**config.mk**
```make
export PLATFORM = sky130hd
export DESIGN_NAME = dcops_exec
export DESIGN_NICKNAME = d
export VERILOG_FILES = /design/src/dcops_exec.v /design/src/dcops_alu.v
export VERILOG_INCLUDE_DIRS = /design/src
export SDC_FILE = /design/constraint.sdc
export NUM_CORES = 1
export LEC_CHECK = 0
export BUFFER_PORTS_ARGS = -buffer_cell sky130_fd_sc_hd__buf_2
export CAP_MARGIN = 10
export CORE_MARGIN = 1
export CORE_UTILIZATION = 47
export DETAILED_ROUTE_END_ITERATION = 7
export PLACE_DENSITY_LB_ADDON = 0.15
export SKIP_LAST_GASP = 1
export SLEW_MARGIN = 10
export SYNTH_ARGS = -nofsm -noshare
export SYNTH_HDL_FRONTEND = slang
export SYNTH_HIERARCHICAL = 1
export SYNTH_SLANG_ARGS = --single-unit
```
**constraint.sdc**
```tcl
create_clock -name ref_clk -period 2 [get_ports ref_clk]
set_clock_uncertainty 0.1 [all_clocks]
set_input_delay 0.4 -clock ref_clk [delete_from_list [all_inputs] [get_ports ref_clk]]
set_output_delay 0.4 -clock ref_clk [all_outputs]
set_load 0.01 [all_outputs]
```
**src/dcops_regs.vh**
```
// constants for the decrement / complement / decrement-skip execute block
// assumes a 14-bit instruction word and an 8-bit data path
`ifndef DCOPS_REGS_VH
`define DCOPS_REGS_VH
// opcode field, instruction bits 13:8 with the destination bit removed
`define DCOPS_OPC_HI 13
`define DCOPS_OPC_LO 8
`define DCOPS_DEST_BIT 7
`define DCOPS_ADDR_HI 6
`define DCOPS_ADDR_LO 0
// upper six bits of the instruction word; d sits just below them
`define DCOPS_OP_DEC 6'h03
`define DCOPS_OP_INV 6'h09
`define DCOPS_OP_DECSKIP 6'h0b
// reset values
`define DCOPS_ZERO_RST 1'b0
`define DCOPS_ACC_RST 8'h00
`define DCOPS_WADDR_RST 7'h00
`define DCOPS_WDATA_RST 8'h00
// instruction cycles
`define DCOPS_CYC_PERIOD_NS 8
`define DCOPS_SKIP_CYCLES 2
`endif

```
**src/dcops_exec.v**
```verilog
// execute block for decrement_file_op, invert_register_op and
// decrement_skip_on_null_op of an 8-bit core
// assumes one instruction per ref_clk cycle, presented with instr_valid, and a
// file register read port that returns data combinationally for instr addr
//
// Function
// [RULE_01] decrement_file_op puts f-1 in acc if d is 0, else back in f.
// [RULE_02] invert_register_op puts ~f in acc if d is 0, else back in f.
// [RULE_03] decrement_skip_on_null_op routes f-1 by d and keeps all flags.
// [RULE_04] decrement_skip_on_null_op skips only when its result is zero.
// [RULE_05] a skip drops the fetched next word for a nop, taking two cycles.
// [RULE_06] decrement and invert: one cycle, zero_flag = (result == 0).
`include "dcops_regs.vh"
module dcops_exec
(
   // clock and reset
   input wire ref_clk,
   input wire rstn,
   // instruction stream
   input wire instr_valid,
   input wire [13:0] instr,
   // file register read port
   output wire [6:0] file_addr,
   input wire [7:0] file_rdata,
   // file register write port
   output reg file_we,
   output reg [6:0] file_waddr,
   output reg [7:0] file_wdata,
   // accumulator and status
   output reg [7:0] acc,
   output reg zero_flag,
   // sequencing
   output reg discard_next,
   output wire busy,
   output reg done
);
   // sequencer states
   localparam ST_RUN = 1'b0;
   localparam ST_NOP = 1'b1;
   // operation kinds after decode
   localparam OP_NONE = 2'h0;
   localparam OP_DEC = 2'h1;
   localparam OP_INV = 2'h2;
   localparam OP_SKIP = 2'h3;

   // sequencer
   reg state;
   reg next_state;
   // decode
   reg [1:0] op_kind;
   wire [5:0] opc;
   wire dest;
   wire is_dec;
   wire is_inv;
   wire is_skip;
   wire slot_free;
   wire hit;
   wire skip_taken;
   // result unit
   wire [7:0] result;
   wire res_zero;
   // next values of the registered outputs
   reg next_file_we;
   reg [6:0] next_waddr;
   reg [7:0] next_wdata;
   reg [7:0] next_acc;
   reg next_zero_flag;
   reg next_discard;
   reg next_done;

   // instruction fields: six opcode bits, then d, then the address
   assign opc = instr[`DCOPS_OPC_HI:`DCOPS_OPC_LO];
   assign dest = instr[`DCOPS_DEST_BIT];
   assign file_addr = instr[`DCOPS_ADDR_HI:`DCOPS_ADDR_LO];

   // opcode decode; every other encoding is left to the rest of the core
   always @*
   begin
      op_kind = OP_NONE;
      case (opc)
         `DCOPS_OP_DEC:
            op_kind = OP_DEC; // RULE_01
         `DCOPS_OP_INV:
            op_kind = OP_INV; // RULE_02
         `DCOPS_OP_DECSKIP:
            op_kind = OP_SKIP; // RULE_03
         default:
            op_kind = OP_NONE;
      endcase
   end

   // one-hot view of the decoded kind
   assign is_dec = (op_kind == OP_DEC);
   assign is_inv = (op_kind == OP_INV);
   assign is_skip = (op_kind == OP_SKIP);

   // in the nop slot the fetched word is thrown away, so nothing executes
   assign slot_free = (state == ST_RUN);
   assign hit = instr_valid & slot_free & (is_dec | is_inv | is_skip);
   // only a zero result of the skip form costs the extra cycle
   assign skip_taken = hit & is_skip & res_zero; // RULE_04
   assign busy = (state == ST_NOP);

   // one shared unit; the skip form reuses the decrement path
   dcops_alu u_alu
   (
      .operand(file_rdata),
      .invert(is_inv),
      .result(result),
      .is_zero(res_zero)
   );

   // skip sequencer: one extra cycle that executes a no-operation
   always @*
   begin
      next_state = ST_RUN;
      case (state)
         ST_RUN:
         begin
            if (skip_taken)
               next_state = ST_NOP; // RULE_04
         end
         ST_NOP:
            next_state = ST_RUN; // RULE_05
         default:
            next_state = ST_RUN;
      endcase
   end

   // sequencer state register
   always @(posedge ref_clk or negedge rstn)
   begin
      if (!rstn)
         state <= ST_RUN;
      else
         state <= next_state;
   end

   // write port: one-cycle pulse, only when d selects the register
   always @*
   begin
      next_file_we = 1'b0;
      next_waddr = file_waddr;
      next_wdata = file_wdata;
      if (hit)
      begin
         next_file_we = dest; // RULE_01
         next_waddr = file_addr;
         next_wdata = result;
      end
   end

   // accumulator takes the result when d is clear, for all three ops
   always @*
   begin
      next_acc = acc;
      if (hit & ~dest)
         next_acc = result; // RULE_02
   end

   // zero flag: the skip form must leave status alone
   always @*
   begin
      next_zero_flag = zero_flag;
      if (hit & ~is_skip) // RULE_03
         next_zero_flag = res_zero; // RULE_06
   end

   // strobes; done follows the last cycle of each instruction
   always @*
   begin
      next_discard = skip_taken; // RULE_05
      next_done = (hit & ~skip_taken) | busy; // RULE_06
   end

   // write port registers; waddr and wdata load on every executed op, d set or not, and hold otherwise
   always @(posedge ref_clk or negedge rstn)
   begin
      if (!rstn)
      begin
         file_we <= 1'b0;
         file_waddr <= `DCOPS_WADDR_RST;
         file_wdata <= `DCOPS_WDATA_RST;
      end
      else
      begin
         file_we <= next_file_we;
         file_waddr <= next_waddr;
         file_wdata <= next_wdata;
      end
   end

   // accumulator register
   always @(posedge ref_clk or negedge rstn)
   begin
      if (!rstn)
         acc <= `DCOPS_ACC_RST;
      else
         acc <= next_acc;
   end

   // zero flag register, held across the skip form
   always @(posedge ref_clk or negedge rstn)
   begin
      if (!rstn)
         zero_flag <= `DCOPS_ZERO_RST;
      else
         zero_flag <= next_zero_flag;
   end

   // sequencing strobe registers, one cycle each
   always @(posedge ref_clk or negedge rstn)
   begin
      if (!rstn)
      begin
         discard_next <= 1'b0;
         done <= 1'b0;
      end
      else
      begin
         discard_next <= next_discard;
         done <= next_done;
      end
   end
endmodule // dcops_exec

```
**src/dcops_alu.v**
```verilog
// result unit: decrement or bitwise invert of one 8-bit operand
// assumes a purely combinational use by the execute block
module dcops_alu
(
   // operand and selection
   input wire [7:0] operand,
   input wire invert,
   // result
   output wire [7:0] result,
   output wire is_zero
);
   // wraparound on 8'h00 is intended, as in the core alu
   assign result = invert ? ~operand : operand - 8'h01;
   assign is_zero = (result == 8'h00);
endmodule // dcops_alu

```
==> results of run 1 <==
## power by group
part,internal [W],switching (W)
sequential,0.000670,0.0000502
combinational,0.000235,0.000189
clock,0.000203,0.000167
## cells by family after synthesis
family	Yosys count	share of synthesized area [%]
compound gates	12	6.36
xor+xnor	3	1.86
fa+ha+maj	1	0.883
buf+inv	16	7.42
flops	28	49.5
mux	25	22.2
simple gates	23	11.8
## metrics by stage
step / instances / power (W)
final: 210 / 0.00151
after global routing: 210 / 0.00158
after detailed placement: 205 / 0.00115
after global placement: 205 / 0.00114
after CTS: 210 / 0.00152
after floorplan: 108 / 0.000955
## critical path: cells and delay by family
| family | cells | cell delay [ns] |
|---|---|---|
| and+or+nand+nor | 5 | 1.08 |
| AOI/OAI and AO/OA | 3 | 0.63 |
| buffers and inverters | 1 | 0.09 |
## metal layers
layer,track usage [%],wire (microns),vias up
met5,0,0,-
met4,4.18,16,0
met3,4.38,148,2
met2,34.1,1540,33
met1,23.6,1240,544
li1,-,-,520
## worst min path at each step
| stage | endpoint | cells past startpoint | slack, ns | from |
|---|---|---|---|---|
| global placement | file_wdata[2] | 1 | 0.34 | rstn |
| floorplan | acc[0] | 0 | 0.004 | rstn |
| global route | file_waddr[1] | 2 | 0.19 | instr[1] |
| finish | file_waddr[0] | 2 | 0.20 | instr[0] |
| CTS | file_waddr[0] | 2 | 0.19 | instr[0] |
| detailed placement | file_wdata[2] | 1 | 0.35 | rstn |
## Yosys cell counts, types with 2 or more instances
| master | instances |
|---|---|
| nor2_1 | 5 |
| nand2_1 | 2 |
| inv_1 | 6 |
| nor3_1 | 3 |
| mux2_4 | 9 |
| xnor2_1 | 3 |
| buf_6 | 2 |
| o21ai_0 | 2 |
| buf_4 | 8 |
| a21oi_1 | 2 |
| dfrtp_1 | 28 |
| mux2_2 | 15 |
## cell type report
type | instances | area (sq um) | share of cell area, %
Clock inverter | 1 | 30.0 | 1.58
Clock buffer | 3 | 22.5 | 1.19
Inverter | 6 | 22.5 | 1.19
Timing Repair Buffer | 77 | 439 | 23.2
Sequential cell | 28 | 701 | 36.9
Multi-Input combinational cell | 64 | 643 | 33.9
Tap cell | 31 | 38.8 | 2.04
## flip-flops by register name (all words and copies together), names as in the netlist
name / cells
file_we: 1
done: 1
busy: 1
discard_next: 1
file_wdata: 8
file_waddr: 7
zero_flag: 1
acc: 8
## timing repair
action	4_1_cts	5_1_grt
resized for setup	0	8
endpoints found under the hold margin	28	0
endpoints found under the setup margin	3	4
hold buffers	1	0
pin swaps	1	1
setup buffers	0	0
cloned	0	0
==> qor.txt, run 1 <==
Ys async rst share - 100%
Final setup vio count - 3
Site row count - 19
Fraction of layout cells with a size suffix above 1 - 64.8%
Tcrit/Tclk final - 103%
Yosys top cell area share - 49.5%
IO Count - 60
Min cycle time layout - 2.06 ns
Slew margin rel. - 59.5%
Status - complete, but fails checks
Overall global routing resource usage - 19.2%
Worst setup SP type - input pin
Starting Density - 50.5%
Clk sinks - 28
# diodes - 0
Remaining antenna violation count - 0
Layout Utilization - 67.6%
Synth Register Bits - 28
Hold_ws - 0.197 ns
CP Launch Point - instr[8]
RSZ-0062 raised after global routing - yes
Maxcap violations - 0
Post-Route WL - 2950 microns
Required @ worst endpoint - 2.13 ns
Crit path DAT - 2.19 ns
Placeable Area - 0.00281 sq mm
Final worst slack - -0.0603 ns
CTS tree - yes
Die area - 0.00324 sq mm
Worst Max-Slew Pin Slew - 0.608 ns
R2R setup slack - 0.31 ns
Die Ht - 56.9 microns
Slowest stage delay, CP - 0.45 ns
Ranking of synthesized cells by area - dfrtp_1 (49%), mux2_2 (12%), mux2_4 (9.5%)
Critical path peak fanout - 6
Setup_tns - -0.120 ns
Vias per cell - 5.23
Netlist cell types - 35
Reg2reg end - acc[7]
Cells on worst reg2reg path - 4
RD Place Congestion - 0.791
Clock-pin slew on the worst setup and hold paths - 0.16 ns
Final std cell area, no fill - 0.00190 sq mm
Post-layout nets - 206
Crit path to - done
Synth area leader - dfrtp_1
Fmax - 485 MHz
Wire length per cell - 14.0 microns
# fillers - 208
HP Class - in2reg
CTS Buf Count - 3
Pwr Density - 798 mW/mm^2
Synthesized area per cell - 13.1 sq um
Routed via count - 1,099
Seq/Total Area, Yosys - 49.5%
Peak VDD IR - 0.485 mV
First-pass GRT wire length - 4820 microns
Input/output buffers - 59
Htree depth - 1
Die width - 56.9 microns
Vias in the first global route - 1,070
# DRC - 10
Cell Chain, Critical Path - buf_6 > nor4b_4 > and3b_2 > or3_4 > a2111o_1 > nor4_4 > nand3_2 > o21ai_1 > o21bai_1
Cell area after placement - 0.00180 sq mm
RR Startpoint - busy
Post-synth EDFFs - 0
Largest net degree at the start of global routing - 29
DP HPWL - 2300 microns
Clk_lat worst skew - 0.32 ns
Synth Instances - 108
Clock buffer depth - 2
Syn-to-layout area delta - 33.9%
Max Slew Vio Count - 0
Pre-antenna DRT Iters - 5
Setup WS pre-CTS - -0.448 ns
Commonest register cell after synthesis - dfrtp_1
Root Buffer - clkbuf_4
Initial antenna violation count - 0
Mapped cell area - 0.00142 sq mm
Grt total ovfl - 0
CP endpoint kind - flip-flop
Post-synth net total - 134
Most frequent cells in the layout - buf_2 (58), dfrtp_1 (28), buf_4 (17)
Final hold vios - 0
Leakage power - 1.02 nW
Commonest non-fill, non-tap cell in the layout - buf_2
Critical-path top delay cell - a2111o_1
Yosys warning count - 6
Crit path kind - in2reg
Initial DRC Count - 31
Violated checks - DRC, setup timing
(Power assumes the default switching activity.)
==> inputs of run 2 (changes only) <==
--- a/config.mk
+++ b/config.mk
@@ -9,12 +9,12 @@
 export BUFFER_PORTS_ARGS = -buffer_cell sky130_fd_sc_hd__buf_2
 export CAP_MARGIN = 10
 export CORE_MARGIN = 1
-export CORE_UTILIZATION = 47
+export CORE_UTILIZATION = 46
 export DETAILED_ROUTE_END_ITERATION = 7
+export MAX_ROUTING_LAYER = met4
 export PLACE_DENSITY_LB_ADDON = 0.15
 export SKIP_LAST_GASP = 1
 export SLEW_MARGIN = 10
 export SYNTH_ARGS = -nofsm -noshare
 export SYNTH_HDL_FRONTEND = slang
-export SYNTH_HIERARCHICAL = 1
 export SYNTH_SLANG_ARGS = --single-unit
==> qor.txt, run 2 <==
Synth Instances - 110
Synth area leader - dfrtp_1
First-pass GRT wire length - 4730 microns
Cell Chain, Critical Path - buf_2 > or4b_4 > nor4_4 > buf_4 > mux2_2
Inst Count DP - 202
Final hold vios - 0
Area of the multi-input gates - 617 sq um
Status - complete, but fails checks
Setup WS pre-CTS - -0.143 ns
Final std cell area, no fill - 0.00183 sq mm
Crit path kind - in2reg
Post-synth EDFFs - 0
HP Class - in2reg
Final worst slack - 0.229 ns
Wire length per cell - 13.4 microns
# diodes - 0
Finished Layout Cells - 207
Routed via count - 1,064
Input/output buffers - 59
Vias in the first global route - 1,084
Post-synth top cells - dfrtp_1 (28), mux2_2 (23), buf_4 (9)
Setup_tns - 0 ns
# fillers - 236
Commonest non-fill, non-tap cell in the layout - buf_2
Pwr Density - 825 mW/mm^2
Site row count - 19
Synth Register Bits - 28
Mapped cell area - 0.00138 sq mm
Synthesized area per cell - 12.6 sq um
Initial antenna violation count - 0
Biggest regs - acc x8, file_wdata x8, file_waddr x7
Worst setup SP type - input pin
Top-count cell post-synth - dfrtp_1
Critical-path top delay cell - or4b_4
Peak VDD IR - 0.535 mV
Clk sinks - 28
Largest net degree at the start of global routing - 29
Ys async rst share - 100%
Cell area after placement - 0.00177 sq mm
RSZ-0062 raised after global routing - no
Yosys warning count - 0
Netlist cell types - 28
Fmax - 565 MHz
Vias per cell - 5.14
Commonest register cell after synthesis - dfrtp_1
RD Place Congestion - 0.760
Min cycle time layout - 1.77 ns
Remaining antenna violation count - 0
DP HPWL - 2100 microns
Reg area - 701 sq um
Clock-pin slew on the worst setup and hold paths - 0.16 ns
Slew margin rel. - 59.9%
Maxcap violations - 0
Post-Route WL - 2770 microns
Clock buffer depth - 2
Slowest stage delay, CP - 0.58 ns
Most frequent cells in the layout - buf_2 (59), dfrtp_1 (28), mux2_2 (17)
Post-layout nets - 203
CTS tree - yes
Root Buffer - clkbuf_4
CTS Buf Count - 3
Die Ht - 56.8 microns
# DRC - 14
Ranking of synthesized cells by area - dfrtp_1 (51%), mux2_2 (19%), buf_4 (4.9%)
Worst Max-Slew Pin Slew - 0.601 ns
Final setup vio count - 0
CP endpoint kind - flip-flop
Die width - 56.8 microns
Clk_lat worst skew - 0.32 ns
Post-synth net total - 136
Syn-to-layout area delta - 32.6%
Crit path DAT - 1.90 ns
Seq/Total Area, Yosys - 50.7%
Critical path peak fanout - 4
Placeable Area - 0.00281 sq mm
Resized Gates After CTS - 0
Required @ worst endpoint - 2.13 ns
Starting Density - 49.2%
Leakage power - 0.950 nW
Fraction of layout cells with a size suffix above 1 - 58.0%
Tcrit/Tclk final - 88.5%
Max Slew Vio Count - 0
IO Count - 60
Initial DRC Count - 35
Yosys top cell area share - 50.7%
Violated checks - DRC
Grt total ovfl - 0
Pre-antenna DRT Iters - 6
Die area - 0.00323 sq mm
Overall global routing resource usage - 19.6%
Htree depth - 1
-- run 2: cells by family after synthesis --
kind of cell | Yosys count | synth area share [%]
buf+inv | 14 | 6.25
mux | 25 | 20.2
flops | 28 | 50.7
xor+xnor | 8 | 5.07
fa+ha+maj | 1 | 0.906
simple gates | 26 | 13.0
compound gates | 8 | 3.81
-- run 2: timing repair --
item,4_1_cts,5_1_grt
buffers inserted,0,0
hold endpoints to repair,28,0
hold buffers,1,0
-- run 2: worst paths after layout --
path	from	end	slack [ns]	depth (start not counted)
setup / recovery	instr[10]	acc[7]	0.23	5
hold / removal	instr[0]	file_waddr[0]	0.19	2
setup reg to reg	busy	file_wdata[7]	0.25	4
hold reg to reg	file_wdata[0]	file_wdata[0]	0.42	1
max in group asynchronous	rstn	file_wdata[7]	0.92	2
min in group asynchronous	rstn	file_waddr[6]	0.49	2
-- run 2: worst max-delay path: cells and delay by family --
family / cells / cell delay (ns)
AND/OR/NAND/NOR: 2 / 0.88
multiplexers: 1 / 0.32
buffers and inverters: 2 / 0.29
-- run 2: layout make-up --
cell class / count / area share (%)
repair buffers: 72 / 22.3
multi-input cells: 68 / 33.7
well taps: 31 / 2.12
inverters: 4 / 0.820
clock buffers: 3 / 1.23
clock inverters: 1 / 1.64
flip-flops and latches: 28 / 38.3
-- run 2: layer usage --
metal / routed length, microns / vias to the layer above / global-route usage (%)
li1: - / 519 / -
met5: 0 / - / -
met3: 220 / 7 / 3.69
met4: 54 / 0 / 6.62
met1: 1250 / 490 / 24.0
met2: 1250 / 48 / 32.7
-- run 2: stage by stage --
step | total power [W] | util (%) | hold slack, ns
4_1_cts | 0.00153 | 65.3 | 0.186
3_5_place_dp | 0.00115 | 63.1 | 0.355
5_1_grt | 0.00159 | 65.3 | 0.172
2_1_floorplan | 0.000966 | - | 0.00441
3_3_place_gp | 0.00114 | 63.1 | 0.338
6_report | 0.00151 | 65.3 | 0.193
-- run 2: power breakdown --
group	internal, W	switching (W)	total, W	leakage (nW)
clock	0.000203	0.000169	0.000372	0.0279
sequential	0.000676	0.0000514	0.000727	0.359
combinational	0.000222	0.000189	0.000412	0.563
total	0.00110	0.000410	0.00151	0.950
==> inputs of run 3 (changes only) <==
--- a/config.mk
+++ b/config.mk
@@ -12,7 +12,7 @@
 export CORE_UTILIZATION = 46
 export DETAILED_ROUTE_END_ITERATION = 7
 export MAX_ROUTING_LAYER = met4
-export PLACE_DENSITY_LB_ADDON = 0.15
+export PLACE_DENSITY_LB_ADDON = 0.05
 export SKIP_LAST_GASP = 1
 export SLEW_MARGIN = 10
 export SYNTH_ARGS = -nofsm -noshare
==> qor.txt, run 3 (synthesis gave the netlist of run 2 again) <==
Most frequent cells in the layout - buf_2 (59), dfrtp_1 (28), mux2_2 (17)
Largest net degree at the start of global routing - 29
Leakage power - 0.925 nW
Pre-antenna DRT Iters - 6
Clock buffer depth - 2
Biggest regs - acc x8, file_wdata x8, file_waddr x7
Slew margin rel. - 59.7%
Reg2reg end - acc[2]
Post-CTS Setup Bufs - 0
Required @ worst endpoint - 2.11 ns
DP HPWL - 2040 microns
Final hold vios - 0
Post-layout nets - 201
Post-Route WL - 2690 microns
RR Startpoint - busy
Initial antenna violation count - 0
Die Ht - 56.8 microns
Die width - 56.8 microns
CTS tree - yes
Tcrit/Tclk final - 89.7%
Status - complete, but fails checks
First-pass GRT wire length - 4610 microns
Maxcap violations - 0
Site row count - 19
Input/output buffers - 59
# diodes - 0
RSZ-0062 raised after global routing - no
Clock-pin slew on the worst setup and hold paths - 0.14 ns
Initial DRC Count - 31
Syn-to-layout area delta - 29.3%
Grt total ovfl - 0
CTS Buf Count - 3
Pwr Density - 761 mW/mm^2
Peak VDD IR - 0.440 mV
# DRC - 14
Setup_tns - 0 ns
Layout Utilization - 63.7%
Max Slew Vio Count - 0
Vias in the first global route - 1,059
Remaining antenna violation count - 0
Resized Gates After CTS - 0
Overall global routing resource usage - 18.9%
Clk_lat worst skew - 0.32 ns
Final setup vio count - 0
Fmax - 557 MHz
R2R setup slack - 0.24 ns
Vias per cell - 5.18
Placeable Area - 0.00281 sq mm
Hold Crit Depth - 2
Starting Density - 49.2%
HP Class - in2reg
Routed via count - 1,056
Worst setup SP type - input pin
Hold buffers post-CTS - 1
Die area - 0.00323 sq mm
Hold_sp - instr[1]
Crit path kind - in2reg
Critical path peak fanout - 8
Min cycle time layout - 1.79 ns
Fraction of layout cells with a size suffix above 1 - 57.2%
Wire length per cell - 13.2 microns
IO Count - 60
Htree depth - 1
Root Buffer - clkbuf_4
Violated checks - DRC
Worst Max-Slew Pin Slew - 0.604 ns
Crit path DAT - 1.91 ns
Cells on worst reg2reg path - 4
Commonest non-fill, non-tap cell in the layout - buf_2
RD Place Congestion - 0.770
Clk sinks - 28
Hold Crit Endpoint - file_waddr[1]
CP endpoint kind - flip-flop
run 3: changes by cell type in the layout (fill, tap and decap cells not counted), sizes merged:
| cell | change |
|---|---|
| buf | -2 |
| bufinv | -1 |
run 3: per-layer routing:
metal  part of all wire, %  vias to the layer above  track usage [%]  wire (microns)
met5                     0                        -                -               0
met4                  0.89                        0             5.23              24
met3                   6.6                        2             3.46             178
met2                    49                       39             33.7            1320
met1                    44                      506             21.7            1170
li1                      -                      509                -               -
run 3: cell type report:
cell class / count / area (sq um)
clock buffers: 3 / 22.5
fillers: 233 / 1020
inverters: 4 / 15.0
multi-input cells: 68 / 617
flip-flops and latches: 28 / 701
well taps: 31 / 38.8
repair buffers: 70 / 393
run 3: worst max-delay path, stage by stage:
cell and delay [ns]:
buf_2 0.10, or4b_4 0.57, nor4_4 0.26, buf_4 0.22
mux2_2 0.35
run 3: power breakdown:
part           internal [W]  total (W)  switching, W
clock network     0.0000705   0.000223      0.000153
registers          0.000676   0.000727     0.0000514
logic              0.000221   0.000409      0.000189
run 3: how the worst max path moves through the flow:
| stage | from | endpoint | slack [ns] | cells after the start |
|---|---|---|---|---|
| 2_1_floorplan | instr[10] | acc[0] | -0.04 | 3 |
| 3_3_place_gp | instr[10] | acc[4] | -0.11 | 5 |
| 3_5_place_dp | instr[10] | acc[3] | -0.14 | 5 |
| 4_1_cts | instr[10] | acc[3] | 0.22 | 5 |
| 5_1_grt | busy | file_wdata[3] | 0.17 | 4 |
| 6_report | instr[10] | acc[2] | 0.21 | 5 |
run 3: through the flow:
stage               hold WS [ns]  instance area [sq um]  power (W)  setup WS (ns)  cells
floorplan                0.00441                   1410   0.000966        -0.0353    110
global placement           0.339                   1750    0.00114         -0.115    200
detailed placement         0.353                   1750    0.00115         -0.135    200
CTS                        0.206                   1790    0.00138          0.218    204
global route               0.200                   1790    0.00144          0.169    204
finish                     0.213                   1790    0.00136          0.206    204
